### config.mk
export PLATFORM = sky130hd
export DESIGN_NAME = mfx_field_ctrl
export DESIGN_NICKNAME = d
export VERILOG_FILES = /design/src/verilog/mfx_iot_decode.v /design/src/verilog/mfx_addr_gate.v /design/src/verilog/mfx_field_ctrl.v
export VERILOG_INCLUDE_DIRS = /design/src /design/src/verilog
export SDC_FILE = /design/constraint.sdc
export NUM_CORES = 1
export LEC_CHECK = 0
export ABC_AREA = 1
export BUFFER_PORTS_ARGS = -buffer_cell sky130_fd_sc_hd__clkbuf_2
export CAP_MARGIN = 10
export CORE_MARGIN = 4
export CORE_UTILIZATION = 46
export CTS_BUF_LIST = sky130_fd_sc_hd__clkbuf_2
export DETAILED_ROUTE_END_ITERATION = 8
export GPL_TIMING_DRIVEN = 0
export PLACE_DENSITY = 0.87
export SYNTH_ARGS = -nofsm -noshare
export SYNTH_HDL_FRONTEND = slang
export SYNTH_SLANG_ARGS = --single-unit
### constraint.sdc
create_clock -name CORE_CLK_IN -period 0.8 [get_ports CORE_CLK_IN]
set_input_delay 0.08 -clock CORE_CLK_IN [delete_from_list [all_inputs] [get_ports CORE_CLK_IN]]
set_output_delay 0.08 -clock CORE_CLK_IN [all_outputs]
set_load 0.01 [all_outputs]
### src/verilog/mfx_regs.vh
// constants for the memory field extension control
`ifndef MFX_REGS_VH
`define MFX_REGS_VH
// io transfer opcode and select code
`define MFX_IO_OP         3'h6
`define MFX_SEL_CODE      3'h2
// command codes in instruction bits 9-11 (select code 2)
`define MFX_CMD_CHG_DATA_BIT  0
`define MFX_CMD_CHG_INSTR_BIT 1
`define MFX_CMD_READ      3'h4
// read sub-codes in instruction bits 6-8 for command 4
`define MFX_RD_DATA       3'h1
`define MFX_RD_INSTR      3'h2
`define MFX_RD_INTBUF     3'h3
`define MFX_RD_RESTORE    3'h4
// select code 0 commands (get and restore flags)
`define MFX_SEL_FLAGS     3'h0
`define MFX_CMD_GET_FLAGS 3'h4
`define MFX_CMD_RST_FLAGS 3'h5
// save field layout (bit 0 is msb, as numbered in the 12-bit word)
`define MFX_SAVE_WIDTH    7
// reset values
`define MFX_FIELD_RESET   3'h0
`define MFX_SAVE_RESET    7'h00
// cycle kinds presented by the processor
`define MFX_CYC_FETCH     2'h0
`define MFX_CYC_DEFER     2'h1
`define MFX_CYC_EXEC      2'h2
`endif

### src/verilog/mfx_iot_decode.v
// io transfer instruction decoder for the field extension control
`default_nettype none
`include "mfx_regs.vh"
module mfx_io_decode (
  // instruction word, bit 0 is msb
  input  wire [11:0] instr_in,
  input  wire        io_strobe_in,
  // decoded command pulses
  output wire        chg_data_out,
  output wire        chg_instr_out,
  output wire        rd_data_out,
  output wire        rd_instr_out,
  output wire        rd_save_out,
  output wire        restore_mem_out,
  output wire        get_flags_out,
  output wire        restore_flags_out
);
  wire [2:0] op    = instr_in[11:9];   // octal digit 1
  wire [2:0] sel   = instr_in[8:6];    // word bits 3-5
  wire [2:0] fld   = instr_in[5:3];    // word bits 6-8
  wire [2:0] cmd   = instr_in[2:0];    // word bits 9-11
  wire       is_io = io_strobe_in && (op == `MFX_IO_OP);
  // select code 2N: field bits take no part in selection
  wire       sel2  = is_io && (sel == `MFX_SEL_CODE);
  wire       rd    = sel2 && (cmd == `MFX_CMD_READ);
  assign chg_data_out    = sel2 && cmd[`MFX_CMD_CHG_DATA_BIT] && !cmd[2];
  assign chg_instr_out   = sel2 && cmd[`MFX_CMD_CHG_INSTR_BIT] && !cmd[2];
  assign rd_data_out     = rd && (fld == `MFX_RD_DATA);
  assign rd_instr_out    = rd && (fld == `MFX_RD_INSTR);
  assign rd_save_out     = rd && (fld == `MFX_RD_INTBUF);
  assign restore_mem_out = rd && (fld == `MFX_RD_RESTORE);
  // flags commands sit on select code 0, field 0
  wire       sel0  = is_io && (sel == `MFX_SEL_FLAGS) && (fld == 3'h0);
  assign get_flags_out     = sel0 && (cmd == `MFX_CMD_GET_FLAGS);
  assign restore_flags_out = sel0 && (cmd == `MFX_CMD_RST_FLAGS);
endmodule
`default_nettype wire

### src/verilog/mfx_addr_gate.v
// extended field address gating, updated only at timing pulse four
`default_nettype none
`include "mfx_regs.vh"
module mfx_addr_gate (
  input  wire       clk_in,
  input  wire       rst_n_in,
  input  wire       tp4_in,
  input  wire       indirect_mri_in,
  input  wire [1:0] cycle_in,
  input  wire [2:0] instr_field_in,
  input  wire [2:0] data_field_in,
  output reg  [2:0] ema_out
);
  // data field only for execute cycle of indirect memory reference
  wire use_df = indirect_mri_in && (cycle_in == `MFX_CYC_EXEC);
  // latch address at tp4, hold through the memory cycle
  always @(posedge clk_in or negedge rst_n_in) begin
    if (!rst_n_in) begin
      ema_out <= `MFX_FIELD_RESET;
    end else if (tp4_in) begin
      ema_out <= use_df ? data_field_in : instr_field_in;
    end
  end
endmodule
`default_nettype wire

### src/verilog/mfx_field_ctrl.v
// memory field extension control top
`default_nettype none
`include "mfx_regs.vh"
module mfx_field_ctrl (
  // clock and reset
  input  wire        CORE_CLK_IN,
  input  wire        RESET_N_IN,
  // processor timing and events
  input  wire        TIMING_PULSE_FOUR_IN,
  input  wire        IOT_STROBE_IN,
  input  wire [11:0] INSTR_IN,
  input  wire [1:0]  CYCLE_IN,
  input  wire        INDIRECT_MRI_IN,
  input  wire        JUMP_DONE_IN,
  input  wire        INT_PC_STORE_IN,
  input  wire        TIME_SHARE_EN_IN,
  // console
  input  wire        CONSOLE_EXT_LOAD_IN,
  input  wire [11:0] CONSOLE_SWITCH_IN,
  // accumulator
  input  wire [11:0] ACCUMULATOR_IN,
  // outputs to memory and processor
  output wire [2:0]  EXTENDED_FIELD_ADDRESS_OUT,
  output reg  [11:0] DATA_OUT,
  output reg         DATA_OR_OUT,
  output reg         INT_INHIBIT_OUT,
  output reg         USER_MODE_FLAG_OUT,
  output reg  [2:0]  INSTRUCTION_FIELD_OUT,
  output reg  [2:0]  DATA_FIELD_OUT
);
  // register state
  reg  [2:0] instruction_field_buffer;   // staging for instruction field
  reg  [6:0] save_field;                 // {ub, if, df} bits 0..6 msb first
  reg        user_buffer_flag;           // staged user mode
  reg  [2:0] next_if;                    // next instruction field
  reg  [2:0] next_dfield;                // next data field
  reg  [2:0] next_buf;                   // next instruction field buffer
  reg  [6:0] next_save;                  // next save field
  reg        next_ub;                    // next user buffer flag
  reg        next_umode;                 // next user mode flag
  reg        next_inh;                   // next interrupt inhibit
  reg [11:0] next_data;                  // next read-back word
  reg        next_or;                    // next read-back strobe
  // decoded commands
  wire chg_data;                         // change data field
  wire chg_instr;                        // change instruction field
  wire rd_data;                          // read data field
  wire rd_instr;                         // read instruction field
  wire rd_save;                          // read interrupt buffer
  wire restore_mem;                      // restore memory field
  wire get_flags;                        // get flags
  wire restore_flags;                    // restore flags
  // decoder instance
  mfx_io_decode u_dec (
    .instr_in          (INSTR_IN),
    .io_strobe_in      (IOT_STROBE_IN),
    .chg_data_out      (chg_data),
    .chg_instr_out     (chg_instr),
    .rd_data_out       (rd_data),
    .rd_instr_out      (rd_instr),
    .rd_save_out       (rd_save),
    .restore_mem_out   (restore_mem),
    .get_flags_out     (get_flags),
    .restore_flags_out (restore_flags)
  );
  // address gating instance
  mfx_addr_gate u_gate (
    .clk_in          (CORE_CLK_IN),
    .rst_n_in        (RESET_N_IN),
    .tp4_in          (TIMING_PULSE_FOUR_IN),
    .indirect_mri_in (INDIRECT_MRI_IN),
    .cycle_in        (CYCLE_IN),
    .instr_field_in  (INSTRUCTION_FIELD_OUT),
    .data_field_in   (DATA_FIELD_OUT),
    .ema_out         (EXTENDED_FIELD_ADDRESS_OUT)
  );
  // field bits of instruction word, bits 6-8
  wire [2:0] memory_data_field_bits = INSTR_IN[5:3];
  // next-state logic, priority: console, interrupt, commands, jump
  always @* begin
    next_if     = INSTRUCTION_FIELD_OUT;
    next_dfield = DATA_FIELD_OUT;
    next_buf    = instruction_field_buffer;
    next_save   = save_field;
    next_ub     = user_buffer_flag;
    next_umode  = USER_MODE_FLAG_OUT;
    next_inh    = INT_INHIBIT_OUT;
    next_data   = 12'h000;
    next_or     = 1'b0;
    if (CONSOLE_EXT_LOAD_IN) begin
      // console writes instruction field directly
      next_if     = CONSOLE_SWITCH_IN[5:3];
      next_buf    = CONSOLE_SWITCH_IN[5:3];
      next_dfield = CONSOLE_SWITCH_IN[2:0];
    end else if (INT_PC_STORE_IN) begin
      // save then clear both fields
      next_save   = {user_buffer_flag, INSTRUCTION_FIELD_OUT, DATA_FIELD_OUT};
      next_if     = `MFX_FIELD_RESET;
      next_dfield = `MFX_FIELD_RESET;
      next_umode  = 1'b0;
    end else begin
      if (chg_data) begin
        next_dfield = memory_data_field_bits;
      end
      if (chg_instr) begin
        next_buf = memory_data_field_bits;
        next_inh = 1'b1;
      end
      if (restore_mem) begin
        next_buf    = save_field[5:3];
        next_dfield = save_field[2:0];
        if (TIME_SHARE_EN_IN) begin
          next_ub = save_field[6];
        end
      end
      if (restore_flags) begin
        next_ub     = ACCUMULATOR_IN[6];
        next_buf    = ACCUMULATOR_IN[5:3];
        next_dfield = ACCUMULATOR_IN[2:0];
        next_inh    = 1'b1;
      end
      if (rd_data) begin
        next_data = {6'h00, DATA_FIELD_OUT, 3'h0};
        next_or   = 1'b1;
      end
      if (rd_instr) begin
        next_data = {6'h00, INSTRUCTION_FIELD_OUT, 3'h0};
        next_or   = 1'b1;
      end
      if (rd_save) begin
        next_data = {5'h00, save_field};
        next_or   = 1'b1;
      end
      if (get_flags) begin
        // inhibit in bit 3, save field in bits 5-11; processor owns the rest
        next_data = {3'h0, INT_INHIBIT_OUT, 1'b0, save_field};
        next_or   = 1'b1;
      end
      if (JUMP_DONE_IN && !chg_instr && !restore_flags) begin
        // jump completes: buffer moves into field, inhibit lifts
        next_if    = instruction_field_buffer;
        next_umode = user_buffer_flag;
        next_inh   = 1'b0;
      end
    end
  end
  // state registers
  always @(posedge CORE_CLK_IN or negedge RESET_N_IN) begin
    if (!RESET_N_IN) begin
      INSTRUCTION_FIELD_OUT    <= `MFX_FIELD_RESET;
      DATA_FIELD_OUT           <= `MFX_FIELD_RESET;
      instruction_field_buffer <= `MFX_FIELD_RESET;
      save_field               <= `MFX_SAVE_RESET;
      user_buffer_flag         <= 1'b0;
      USER_MODE_FLAG_OUT       <= 1'b0;
      INT_INHIBIT_OUT          <= 1'b0;
      DATA_OUT                 <= 12'h000;
      DATA_OR_OUT              <= 1'b0;
    end else begin
      INSTRUCTION_FIELD_OUT    <= next_if;
      DATA_FIELD_OUT           <= next_dfield;
      instruction_field_buffer <= next_buf;
      save_field               <= next_save;
      user_buffer_flag         <= next_ub;
      USER_MODE_FLAG_OUT       <= next_umode;
      INT_INHIBIT_OUT          <= next_inh;
      DATA_OUT                 <= next_data;
      DATA_OR_OUT              <= next_or;
    end
  end
endmodule
`default_nettype wire

==> results of run 1 <==
final timing paths:
check	start	endpoint	depth (start not counted)
setup / recovery	DATA_FIELD_OUT[0]	DATA_FIELD_OUT[0]	1
min in group CORE_CLK_IN	CYCLE_IN[0]	u_gate.ema_out[2]	4
max in group asynchronous	RESET_N_IN	INSTRUCTION_FIELD_OUT[2]	1
hold / removal	RESET_N_IN	save_field[4]	1
hold reg to reg	user_buffer_flag	user_buffer_flag	2
setup reg to reg	save_field[4]	instruction_field_buffer[1]	6
through the flow:
step | hold slack (ns) | utilization, %
finish | -0.283 | 74.4
global placement | 0.174 | 57.5
floorplan | -0.216 | -
global route | -0.229 | 74.4
CTS | -0.235 | 67.1
detailed placement | 0.179 | 57.5
metal layers:
layer,vias to the layer above,routed length [um],track usage (%)
li1,1017,-,-
met1,1084,2640,25.5
met2,168,3590,39.1
met3,57,582,5.10
met4,0,448,11.1
met5,-,0,0
placed cells by master (no fill, tap or decap), types with 2 or more instances in the layout:
cell / Yosys / routed
sky130_fd_sc_hd__nor3_2: 3 / 2
sky130_fd_sc_hd__o21ai_2: 1 / 6
sky130_fd_sc_hd__a21oi_2: 3 / 5
sky130_fd_sc_hd__nand3_1: 22 / 6
sky130_fd_sc_hd__inv_1: 44 / 32
sky130_fd_sc_hd__buf_4: 4 / 19
sky130_fd_sc_hd__nand4_1: 8 / 8
sky130_fd_sc_hd__dfrtp_2: 0 / 3
sky130_fd_sc_hd__a31oi_1: 3 / 2
sky130_fd_sc_hd__o21ai_0: 14 / 2
sky130_fd_sc_hd__nor3_4: 0 / 2
sky130_fd_sc_hd__clkbuf_2: 0 / 58
sky130_fd_sc_hd__dlygate4sd3_1: 0 / 6
sky130_fd_sc_hd__nor2_2: 4 / 4
sky130_fd_sc_hd__nor2_1: 21 / 16
sky130_fd_sc_hd__nand3_2: 0 / 15
sky130_fd_sc_hd__nand2_1: 72 / 53
sky130_fd_sc_hd__o21ai_1: 1 / 8
sky130_fd_sc_hd__clkinv_2: 0 / 2
sky130_fd_sc_hd__dfrtp_1: 31 / 28
sky130_fd_sc_hd__nor2_4: 4 / 9
sky130_fd_sc_hd__conb_1: 1 / 4
sky130_fd_sc_hd__nand2_8: 1 / 2
sky130_fd_sc_hd__inv_2: 2 / 12
sky130_fd_sc_hd__nand2_4: 3 / 6
sky130_fd_sc_hd__nand3_4: 2 / 4
sky130_fd_sc_hd__buf_6: 0 / 18
sky130_fd_sc_hd__nand2_2: 4 / 19
synthesized netlist by cell type (3+ instances only):
cell                      instances  area, um2
sky130_fd_sc_hd__nor2_1          21       78.8
sky130_fd_sc_hd__dfrtp_1         31        776
sky130_fd_sc_hd__o21ai_0         14       70.1
sky130_fd_sc_hd__nor2_4           4       45.0
sky130_fd_sc_hd__nor2_2           4       25.0
sky130_fd_sc_hd__nand4_1          8       50.1
sky130_fd_sc_hd__inv_1           44        165
sky130_fd_sc_hd__nand2_2          4       25.0
sky130_fd_sc_hd__nand3_1         22        110
sky130_fd_sc_hd__a21oi_2          3       26.3
sky130_fd_sc_hd__a31oi_1          3       18.8
sky130_fd_sc_hd__nor3_2           3       30.0
sky130_fd_sc_hd__nand2_1         72        270
sky130_fd_sc_hd__nand2_4          3       33.8
sky130_fd_sc_hd__a21oi_1          3       15.0
sky130_fd_sc_hd__buf_4            4       30.0
final cells by class:
type / instances / share of cell area (%)
flip-flops and latches: 31 / 26.0
clock inverters: 1 / 0.167
repair buffers: 88 / 21.2
plain buffers: 8 / 1.88
well taps: 50 / 2.09
multi-input cells: 179 / 41.0
clock buffers: 7 / 1.17
inverters: 48 / 6.55
timing repair:
item | CTS | global route
resized for setup | 41 | 73
hold buffers | 5 | 1
pin swaps | 27 | 32
endpoints found under the hold margin | 38 | 34
setup endpoints to repair | 40 | 50
buffers inserted | 22 | 7
cloned | 1 | 0
state kept, by name (all words and copies together), names as in the netlist:
name,flops
u_gate.ema_out,3
USER_MODE_FLAG_OUT,1
instruction_field_buffer,3
user_buffer_flag,1
INT_INHIBIT_OUT,1
DATA_OUT,8
DATA_OR_OUT,1
INSTRUCTION_FIELD_OUT,3
save_field,7
DATA_FIELD_OUT,3
logic make-up (layout without fill, tap and decap cells):
group | Yosys count | after routing
buffers and inverters | 56 | 152
and+or+nand+nor | 147 | 148
AOI/OAI and AO/OA | 27 | 27
DFF | 31 | 31
other | 1 | 4
power groups by stage:
stage	Combinational [uW]	Sequential [uW]	Clock, uW
after detailed placement	664	1800	0
after floorplan	367	1800	0
final	1160	1780	853
after CTS	898	1750	782
after global routing	1230	1790	942
after global placement	642	1790	0
==> implementation parameters, run 1 <==
Parameter                              Value

Yosys
  Synthesized instance count ... 262
  Dominant synthesized flop cell ... sky130_fd_sc_hd__dfrtp_1
  Yosys reg bits ... 31
  Post-Synthesis Cell Area ... roughly 1900 um2
  Total number of yosys warnings ... 0
  Mean post-synth cell area ... about 7.4 um2
  Number of flops mapped to enable cells by yosys ... 0
  Combinational family with the most area after synthesis ... simple AND/OR/NAND/NOR gates
  Cell variety after synth ... 31
  Adder-Cell Fraction of Synth Area ... 0%
  Post-synthesis simple-gate area fraction ... 39.4%
  Post-synthesis xor/xnor area fraction ... 0%
  Share of cell area taken by muxes after synthesis ... 0%
  FFs w/ async S/R, synth ... 100%
  Share of synthesized area occupied by flip-flops and latches ... 40.1%
  Fraction of the mapped netlist area in compound gates ... 8.41%

Cells and area
  Number of fill cells ... 267
  Filler-free cell count of the finished design ... 412
  Multi-input combinational cell area ... 1230 um2
  Layout cells sized above 1 ... between 50% and 60%
  Register area ... roughly 800 um2
  Syn-to-layout area delta ... 55.1%
  Nets ... 408
  Layout Cell Area excl Fill ... 3000 um2
  Antenna Cells ... 0

Route
  WL per Instance ... 17.6 um
  Routed vias ... 2326
  Antenna viol nets, final ... 0
  Final routed DRC violation total ... 0
  First-iteration detailed-routing DRC count ... roughly 290
  Wire length reported by the detailed router ... 7260 um
  Routed via count divided by cell count ... 5.65
  TritonRoute pass-1 iters ... 6

Power and ir drop
  Net Sw Power ... 1370 uW
  Combinational group share of total power ... 30.6%
  Leakage component of the power ... 0.00157 uW
  Power Total ... 3800 uW
  Clock power share ... 22.5%
  Max rail drop VDD ... 0.000828 V
  Power density over cell area ... 1270 nW/um2
  Int Power ... 2430 uW
  Switching power as a share of total power ... a little over a third
  Power share of the sequential group ... between 40% and 50%

Setup path
  Slowest-stage cell, CP ... sky130_fd_sc_hd__dfrtp_1
  Kind of capture point of the worst setup path ... output port
  Top delay family on crit path ... flip-flops
  CP max stage delay ... 0.46 ns
  Maximum fanout along the worst path ... 3
  R2R Setup Slk ... -0.26 ns
  Arrival time at the worst endpoint ... 1.00 ns
  CP required ... 0.72 ns
  CP cell instances ... clkbuf_2
  Category of the most critical setup path ... flop to output port
  Buffers plus inverters on the worst setup path ... 1
  Critical Path Source Type ... flop

Clock tree
  CTS buffer count ... 5
  Later-pin clock latency in the skew report ... 0.40 ns
  Register clock-pin slew on the reported worst setup and hold paths ... 0.19 ns
  Number of buffers on the longest clock path ... 2
  # clock sinks ... 31
  Level count of the clock H-tree ... 2
  Cell at the root of the clock tree ... sky130_fd_sc_hd__clkbuf_2
  TritonCTS clock tree ... built

Global route
  Initial antenna violation count ... 0
  Global-route wire length before repair ... 9090 um
  Global routing usage summed across all routing layers ... 22.4%
  Pin count of the biggest net entering global routing ... 32
  Total global routing overflow ... 0
  Vias in the first global route ... roughly 2.1k

STA
  Worst slack on hold paths ... -0.283 ns
  Time the worst path needs with I/O delays and setup ... 1.08 ns
  Setup repair after global routing missed its margin ... yes
  Share of the clock period used by the worst path after layout ... 135%
  Number of pins exceeding their max-slew limit in the final report ... 0
  Total negative slack ... -7.45 ns
  Worst slew slack as a fraction of its limit ... 47.8%
  Max Fclk ... around 920 MHz
  Tightest Pin Transition ... 0.783 ns
  Number of hold violations in the final report ... 33
  Setup slack of the critical path after layout ... -0.283 ns
  Clock Skew ... 0.0206 ns
  Finish-stage setup viols ... 48

Floorplan
  Cell Rows ... 23
  Starting density of the core ... 48.0%
  Area enclosed by the die boundary ... 5300 um2
  Height of the die ... roughly 73 um
  IO Count ... 71
  Floorplan Core Area ... around 4000 um2
  Die X ... 72.8 um

Min path
  Path category of the worst min-delay check ... input pin to async pin

Outcome
  Failing checks ... hold timing, setup timing
  Status ... complete, but fails checks

Placement
  HPWL Detailed ... approximately 3900 um
  Cell total after placement ... between 300 and 400
  Post-placement cell area ... 2320 um2
  Post-placement worst setup slack ... -0.561 ns
  IO buf count ... 54
  Gpl congestion ... about 0.84

Flow run
  Number of violations of the max-capacitance limit ... 0
No activity file was read; power rests on OpenSTA's default activity.
==> run 2, diff against run 1 <==
CORE_UTILIZATION = 45   (was 46)
CTS_BUF_LIST = default   (was sky130_fd_sc_hd__clkbuf_2)
PLACE_DENSITY = 0.86   (was 0.87)
==> run 2 against run 1 <==
Effect of this change:
- routed wire length is 20% lower
- clock-buffer cell count is 1 lower
- first-iteration DRC count is 39% lower
- the run still ends with hold timing, setup timing left
- clock skew is 0.015 ns lower
- critical path type is now input pin to flop
==> implementation parameters, run 2 (same netlist as run 1, synthesis figures left out) <==
Parameter                              Value

Floorplan
  Starting density of the core ... 47.3% (-0.68 points)
  Floorplan Core Area ... 4090 um2 (+1.4%)
  IO Count ... 71 (unchanged)
  Height of the die ... 73.5 um (+0.98%)
  Cell Rows ... 23 (unchanged)
  Die X ... 73.5 um (+0.98%)
  Area enclosed by the die boundary ... 5410 um2 (+2.0%)

Placement
  HPWL Detailed ... 3770 um (-2.1%)
  IO buf count ... 54 (unchanged)
  Gpl congestion ... 0.887 (+5.5%)

Cells and area
  Nets ... 391 (-4.2%)
  Top Registers ... DATA_OUT (8), save_field (7)
  Fraction of the core area covered by cells at the end of the flow ... 68.3% (-6.1 points)
  Antenna Cells ... 0 (unchanged)
  Largest register FFs ... 8 (unchanged)
  Top library cells by usage in the layout, fill and taps aside ... 58 x sky130_fd_sc_hd__nand2_1, 51 x sky130_fd_sc_hd__clkbuf_2, 41 x sky130_fd_sc_hd__inv_1, 30 x sky130_fd_sc_hd__dfrtp_1
  Most frequent standard cell in the layout excluding fill and tap cells ... sky130_fd_sc_hd__nand2_1
  Layout cells sized above 1 ... 45.8% (-8.3 points)
  Syn-to-layout area delta ... 44.4%
  Biggest register ... DATA_OUT

Flow run
  Number of violations of the max-capacitance limit ... 0 (unchanged)

Route
  Routed via count divided by cell count ... 5.19 (-8.1%)
  Routed vias ... 2050 (-12%)
  Final routed DRC violation total ... 0 (unchanged)
  Wire length reported by the detailed router ... 5830 um (-20%)
  First-iteration detailed-routing DRC count ... 175 (-39%)
  TritonRoute pass-1 iters ... 4 (-2)
  WL per Instance ... 14.8 um (-16%)
  Antenna viol nets, final ... 0 (unchanged)

STA
  Tightest Pin Transition ... 0.762 ns (-0.0208 ns)
  Clock Skew ... 0.00562 ns (-0.0150 ns)
  Setup slack of the critical path after layout ... -0.259 ns (+0.0241 ns)
  Share of the clock period used by the worst path after layout ... 132% (-3.0 points)
  Worst slew slack as a fraction of its limit ... 49.2% (+1.4 points)
  Setup repair after global routing missed its margin ... yes
  Total negative slack ... -5.85 ns (+1.60 ns)
  Number of pins exceeding their max-slew limit in the final report ... 0 (unchanged)
  Number of hold violations in the final report ... 31 (-6.1%)
  Time the worst path needs with I/O delays and setup ... 1.06 ns (-0.0241 ns)
  Finish-stage setup viols ... 44 (-8.3%)
  Max Fclk ... 944 MHz (+2.3%)
  Worst slack on hold paths ... -0.149 ns (+0.135 ns)

Clock tree
  Register clock-pin slew on the reported worst setup and hold paths ... 0.07 ns (-0.12 ns)
  Level count of the clock H-tree ... 2 (unchanged)
  CTS buffer count ... 5 (unchanged)
  TritonCTS clock tree ... built
  Cell at the root of the clock tree ... sky130_fd_sc_hd__clkbuf_8
  Later-pin clock latency in the skew report ... 0.29 ns (-0.11 ns)
  Number of buffers on the longest clock path ... 2 (unchanged)
  # clock sinks ... 31 (unchanged)

Power and ir drop
  Clock power share ... 37.6% (+15 points)
  Leakage component of the power ... 0.00152 uW (-3.2%)
  Switching power as a share of total power ... 28.6% (-7.4 points)
  Combinational group share of total power ... 20.9% (-9.7 points)
  Int Power ... 3050 uW (+26%)
  Power density over cell area ... 1530 nW/um2 (+21%)
  Power share of the sequential group ... 41.5% (-5.4 points)
  Max rail drop VDD ... 0.000853 V (+3.0%)
  Net Sw Power ... 1220 uW (-11%)

Setup path
  Maximum fanout along the worst path ... 5 (+2)
  Slowest-stage cell, CP ... sky130_fd_sc_hd__nor2_4
  CP cell instances ... clkbuf_2, nor2_4, nand2_2, nor2_4, nand3_4, nand2_4, inv_6, nand2_8, nand2_4, nand3_2, nand3_2
  Kind of capture point of the worst setup path ... flop
  CP max stage delay ... 0.19 ns (-0.27 ns)
  Category of the most critical setup path ... input pin to flop
  CP required ... 0.98 ns (+0.26 ns)
  Arrival time at the worst endpoint ... 1.23 ns (+0.23 ns)
  Critical Path Source Type ... input pin

Global route
  Total global routing overflow ... 0 (unchanged)
  Global routing usage summed across all routing layers ... 20.5% (-1.9 points)
  Initial antenna violation count ... 0 (unchanged)
  Global-route wire length before repair ... 8460 um (-6.9%)
  Pin count of the biggest net entering global routing ... 32 (unchanged)
  Vias in the first global route ... 1866 (-11%)

Outcome
  Failing checks ... hold timing, setup timing
  Status ... complete, but fails checks

Min path
  Path category of the worst min-delay check ... input pin to async pin
[run 2: final cells by class]
class	instances	area (um2)
Fill cell	300	1290
Multi-Input combinational cell	179	1130
Sequential cell	31	777
Timing Repair Buffer	71	450
Inverter	48	193
Clock buffer	6	82.6
Tap cell	50	62.6
Buffer	8	56.3
Clock inverter	2	35.0
[run 2: worst max-delay path, delay by kind of cell]
family / cells / cell delay, ns
AND/OR/NAND/NOR: 9 / 0.97
buffers and inverters: 2 / 0.18
[run 2: layer usage]
layer | vias to the layer above | global-route usage [%] | share of wire, % | wire length (um)
met5 | - | 0 | 0 | 0
met4 | 0 | 8.25 | 3.9 | 228
met3 | 26 | 6.02 | 8.5 | 498
met2 | 107 | 33.1 | 50 | 2930
met1 | 943 | 25.7 | 37 | 2170
li1 | 974 | - | - | -
[run 2: what timing repair did]
item	in CTS	in global routing
endpoints found under the setup margin	40	47
pin swaps	8	9
gates resized for setup	22	46
setup buffers	13	4
hold endpoints to repair	31	31
cloned	1	0
[run 2: power groups by stage]
stage,logic [uW],clock network [uW],registers [uW]
final,892,1610,1770
after CTS,770,1630,1760
after detailed placement,659,0,1800
after global placement,641,0,1790
after floorplan,367,0,1800
after global routing,970,1680,1790
[run 2: path summary, 6_finish.rpt]
kind | cells after the start | from | endpoint | slack, ns
setup reg to reg | 6 | save_field[3] | instruction_field_buffer[0] | -0.19
hold reg to reg | 2 | user_buffer_flag | user_buffer_flag | 0.48
max in group asynchronous | 1 | RESET_N_IN | INSTRUCTION_FIELD_OUT[0] | 0.41
hold / removal | 1 | RESET_N_IN | DATA_OUT[4] | -0.15
setup / recovery | 11 | INSTR_IN[7] | INSTRUCTION_FIELD_OUT[0] | -0.26
min in group CORE_CLK_IN | 3 | CONSOLE_SWITCH_IN[5] | INSTRUCTION_FIELD_OUT[2] | 0.04
[run 2: stage by stage]
step	setup slack, ns	cell area, um2	instances	total power [uW]
2_1_floorplan	-0.262	1990	265	2160
3_3_place_gp	-0.528	2320	369	2430
3_5_place_dp	-0.558	2320	369	2460
4_1_cts	-0.176	2630	391	4160
5_1_grt	-0.310	2790	395	4440
6_report	-0.259	2790	395	4280
==> run 3, diff against run 2 <==
CORE_ASPECT_RATIO = 0.7   (was default)
==> run 3 against run 2 <==
Effect of this change:
- the run still ends with hold timing, setup timing left
- clock power fell by 21%
- hold slack improved by 0.0047 ns
- worst setup slack improved by 0.0095 ns
- critical path type unchanged
==> implementation parameters, run 3 (same netlist as run 1, synthesis figures left out) <==
Parameter                              Value

STA
  Time the worst path needs with I/O delays and setup ... 1.05 ns (-0.00947 ns)
  Number of hold violations in the final report ... 31 (unchanged)
  Setup repair after global routing missed its margin ... yes
  Share of the clock period used by the worst path after layout ... 131% (-1.2 points)
  Setup slack of the critical path after layout ... -0.250 ns (+0.00947 ns)
  Max Fclk ... 953 MHz (+0.90%)
  Finish-stage setup viols ... 44 (unchanged)
  Clock Skew ... 0.00861 ns (+0.00298 ns)
  Worst slew slack as a fraction of its limit ... 48.4% (-0.82 points)
  Number of pins exceeding their max-slew limit in the final report ... 0 (unchanged)
  Worst slack on hold paths ... -0.144 ns (+0.00469 ns)
  Tightest Pin Transition ... 0.774 ns (+0.0122 ns)

Route
  Final routed DRC violation total ... 0 (unchanged)
  Routed vias ... 1977 (-3.6%)
  Wire length reported by the detailed router ... 5470 um (-6.1%)
  WL per Instance ... 13.9 um (-5.6%)
  Routed via count divided by cell count ... 5.03 (-3.1%)
  First-iteration detailed-routing DRC count ... 152 (-13%)
  TritonRoute pass-1 iters ... 4 (unchanged)
  Antenna viol nets, final ... 0 (unchanged)

Power and ir drop
  Leakage component of the power ... 0.00146 uW (-4.0%)
  Power Total ... 3880 uW (-9.3%)
  Switching power as a share of total power ... 30.2% (+1.6 points)
  Power density over cell area ... 1450 nW/um2 (-5.6%)
  Power share of the sequential group ... 45.8% (+4.3 points)
  Max rail drop VDD ... 0.00104 V (+22%)
  Int Power ... 2710 uW (-11%)
  Net Sw Power ... 1170 uW (-4.2%)
  Clock power share ... 32.7% (-4.9 points)
  Combinational group share of total power ... 21.6% (+0.7 points)

Global route
  Initial antenna violation count ... 0 (unchanged)
  Vias in the first global route ... 1907 (+2.2%)
  Met1 Track Usage GR ... 27.5% (+1.8 points)
  Global routing usage summed across all routing layers ... 20.6% (+0.097 points)
  M2 GR Usage ... 32.7% (-0.34 points)
  Pin count of the biggest net entering global routing ... 32 (unchanged)
  Global-route wire length before repair ... 8790 um (+3.9%)
  M3 GR Usage ... 5.27% (-0.75 points)
  Total global routing overflow ... 0 (unchanged)
  GRT busiest layer ... met2

Placement
  Post-placement worst setup slack ... -0.566 ns (-0.00723 ns)
  Gpl congestion ... 0.878 (-1.0%)
  Cell total after placement ... 371 (+0.54%)
  IO buf count ... 54 (unchanged)
  HPWL Detailed ... 3810 um (+0.88%)

Setup path
  Category of the most critical setup path ... input pin to flop
  Kind of capture point of the worst setup path ... flop
  Worst r2r dst ... instruction_field_buffer[0]
  R2R Setup Slk ... -0.14 ns (+0.05 ns)
  CP max stage delay ... 0.23 ns (+0.04 ns)
  Arrival time at the worst endpoint ... 1.26 ns (+0.03 ns)
  CP required ... 1.01 ns (+0.03 ns)
  Cell mode on critical path ... sky130_fd_sc_hd__nor2_4
  Slowest-stage cell, CP ... sky130_fd_sc_hd__nor2_4
  Maximum fanout along the worst path ... 8 (+3)
  Crit Reg-Reg Startpoint ... save_field[3]
  CP cell instances ... buf_6, nor2_4, nand2_2, nor2_4, nand3_4, nand2_4, inv_6, nand2_8, buf_4, nor2_1, o22ai_2
  Number of cells traversed by the worst register-to-register path ... 6 (unchanged)
  Critical Path Source Type ... input pin

Clock tree
  TritonCTS clock tree ... built
  CTS buffer count ... 5 (unchanged)
  # clock sinks ... 31 (unchanged)
  Number of buffers on the longest clock path ... 2 (unchanged)
  Cell at the root of the clock tree ... sky130_fd_sc_hd__clkbuf_8
  Level count of the clock H-tree ... 2 (unchanged)
  Register clock-pin slew on the reported worst setup and hold paths ... 0.07 ns (about the same)
  Later-pin clock latency in the skew report ... 0.29 ns (about the same)

Flow run
  Number of violations of the max-capacitance limit ... 0 (unchanged)

Floorplan
  Starting density of the core ... 48.1% (+0.81 points)
  Area enclosed by the die boundary ... 5420 um2 (+0.31%)
  Die X ... 86.3 um (+17%)
  Height of the die ... 62.8 um (-15%)
  Cell Rows ... 19 (-17%)
  IO Count ... 71 (unchanged)
  Floorplan Core Area ... 4020 um2 (-1.7%)

Min path
  Path category of the worst min-delay check ... input pin to async pin

Cells and area
  Filler-free cell count of the finished design ... 393 (-0.51%)
  Layout cells sized above 1 ... 41.6% (-4.2 points)
  Syn-to-layout area delta ... 38.8%
  Nets ... 388 (-0.77%)
  Largest register FFs ... 8 (unchanged)
  Top Registers ... DATA_OUT (8), save_field (7)
  Biggest register ... DATA_OUT
  Top library cells by usage in the layout, fill and taps aside ... 64 x sky130_fd_sc_hd__nand2_1, 53 x sky130_fd_sc_hd__clkbuf_2, 42 x sky130_fd_sc_hd__inv_1, 30 x sky130_fd_sc_hd__dfrtp_1, 17 x sky130_fd_sc_hd__nor2_1
  Antenna Cells ... 0 (unchanged)
  Most frequent standard cell in the layout excluding fill and tap cells ... sky130_fd_sc_hd__nand2_1

Outcome
  Status ... complete, but fails checks
  Failing checks ... hold timing, setup timing
[run 3: cell count changes in the layout (fill, tap and decap cells not counted), moves of 2 or more]
cell,delta
sky130_fd_sc_hd__o21ai_2,-2
sky130_fd_sc_hd__nor3_2,+2
sky130_fd_sc_hd__nand2_1,+6
sky130_fd_sc_hd__o21ai_0,+2
sky130_fd_sc_hd__nand2_2,-6
sky130_fd_sc_hd__clkbuf_2,+2
sky130_fd_sc_hd__buf_2,-2
sky130_fd_sc_hd__nor2_1,+2
sky130_fd_sc_hd__nor3_4,-2
sky130_fd_sc_hd__buf_4,-2
[run 3: how the worst max path moves through the flow]
stage,slack [ns],end,from
2_1_floorplan,-0.26,INSTRUCTION_FIELD_OUT[0],INSTR_IN[6]
3_3_place_gp,-0.54,INSTRUCTION_FIELD_OUT[0],INSTR_IN[5]
3_5_place_dp,-0.57,INSTRUCTION_FIELD_OUT[0],INSTR_IN[5]
4_1_cts,-0.20,instruction_field_buffer[2],INSTR_IN[10]
5_1_grt,-0.31,INSTRUCTION_FIELD_OUT[0],INSTR_IN[7]
6_report,-0.25,USER_MODE_FLAG_OUT,INSTR_IN[8]
[run 3: layout make-up]
cell class              count  area [um2]
flip-flops and latches     31         777
repair buffers             68         427
clock buffers               6        82.6
well taps                  52        65.1
inverters                  48         189
plain buffers               8        56.3
fillers                   312        1340
multi-input cells         179        1080
clock inverters             1        5.00
[run 3: power by group through the flow]
stage / combinational [uW] / clock [uW] / sequential [uW]
after detailed placement: 661 / 0 / 1800
after global placement: 643 / 0 / 1790
after floorplan: 367 / 0 / 1800
after CTS: 745 / 1260 / 1770
after global routing: 936 / 1340 / 1790
final: 837 / 1270 / 1780
[run 3: worst max-delay path, delay by kind of cell]
family                 cells  cell delay, ns
AND/OR/NAND/NOR            7            0.83
buffers and inverters      3            0.27
AO/OA/AOI/OAI              1            0.09
[run 3: layer usage]
metal	wire length (um)	up-vias	part of all wire, %
li1	-	978	-
met1	2330	917	43
met2	2690	70	49
met3	366	12	6.7
met4	86	0	1.6
met5	0	-	0
[run 3: stage by stage]
stage	cell area, um2	setup TNS, ns	utilization (%)
3_5_place_dp	2320	-10.38	57.8
4_1_cts	2560	-4.92	63.8
3_3_place_gp	2320	-9.94	57.8
6_report	2680	-5.73	66.8
5_1_grt	2680	-7.91	66.8
2_1_floorplan	1990	-4.44	-
[run 3: what timing repair did]
| item | CTS | global route |
|---|---|---|
| gates resized for setup | 21 | 27 |
| setup endpoints to repair | 40 | 46 |
| hold endpoints to repair | 31 | 31 |
| pin swaps | 16 | 14 |
| cloned | 1 | 0 |
| buffers inserted | 9 | 5 |
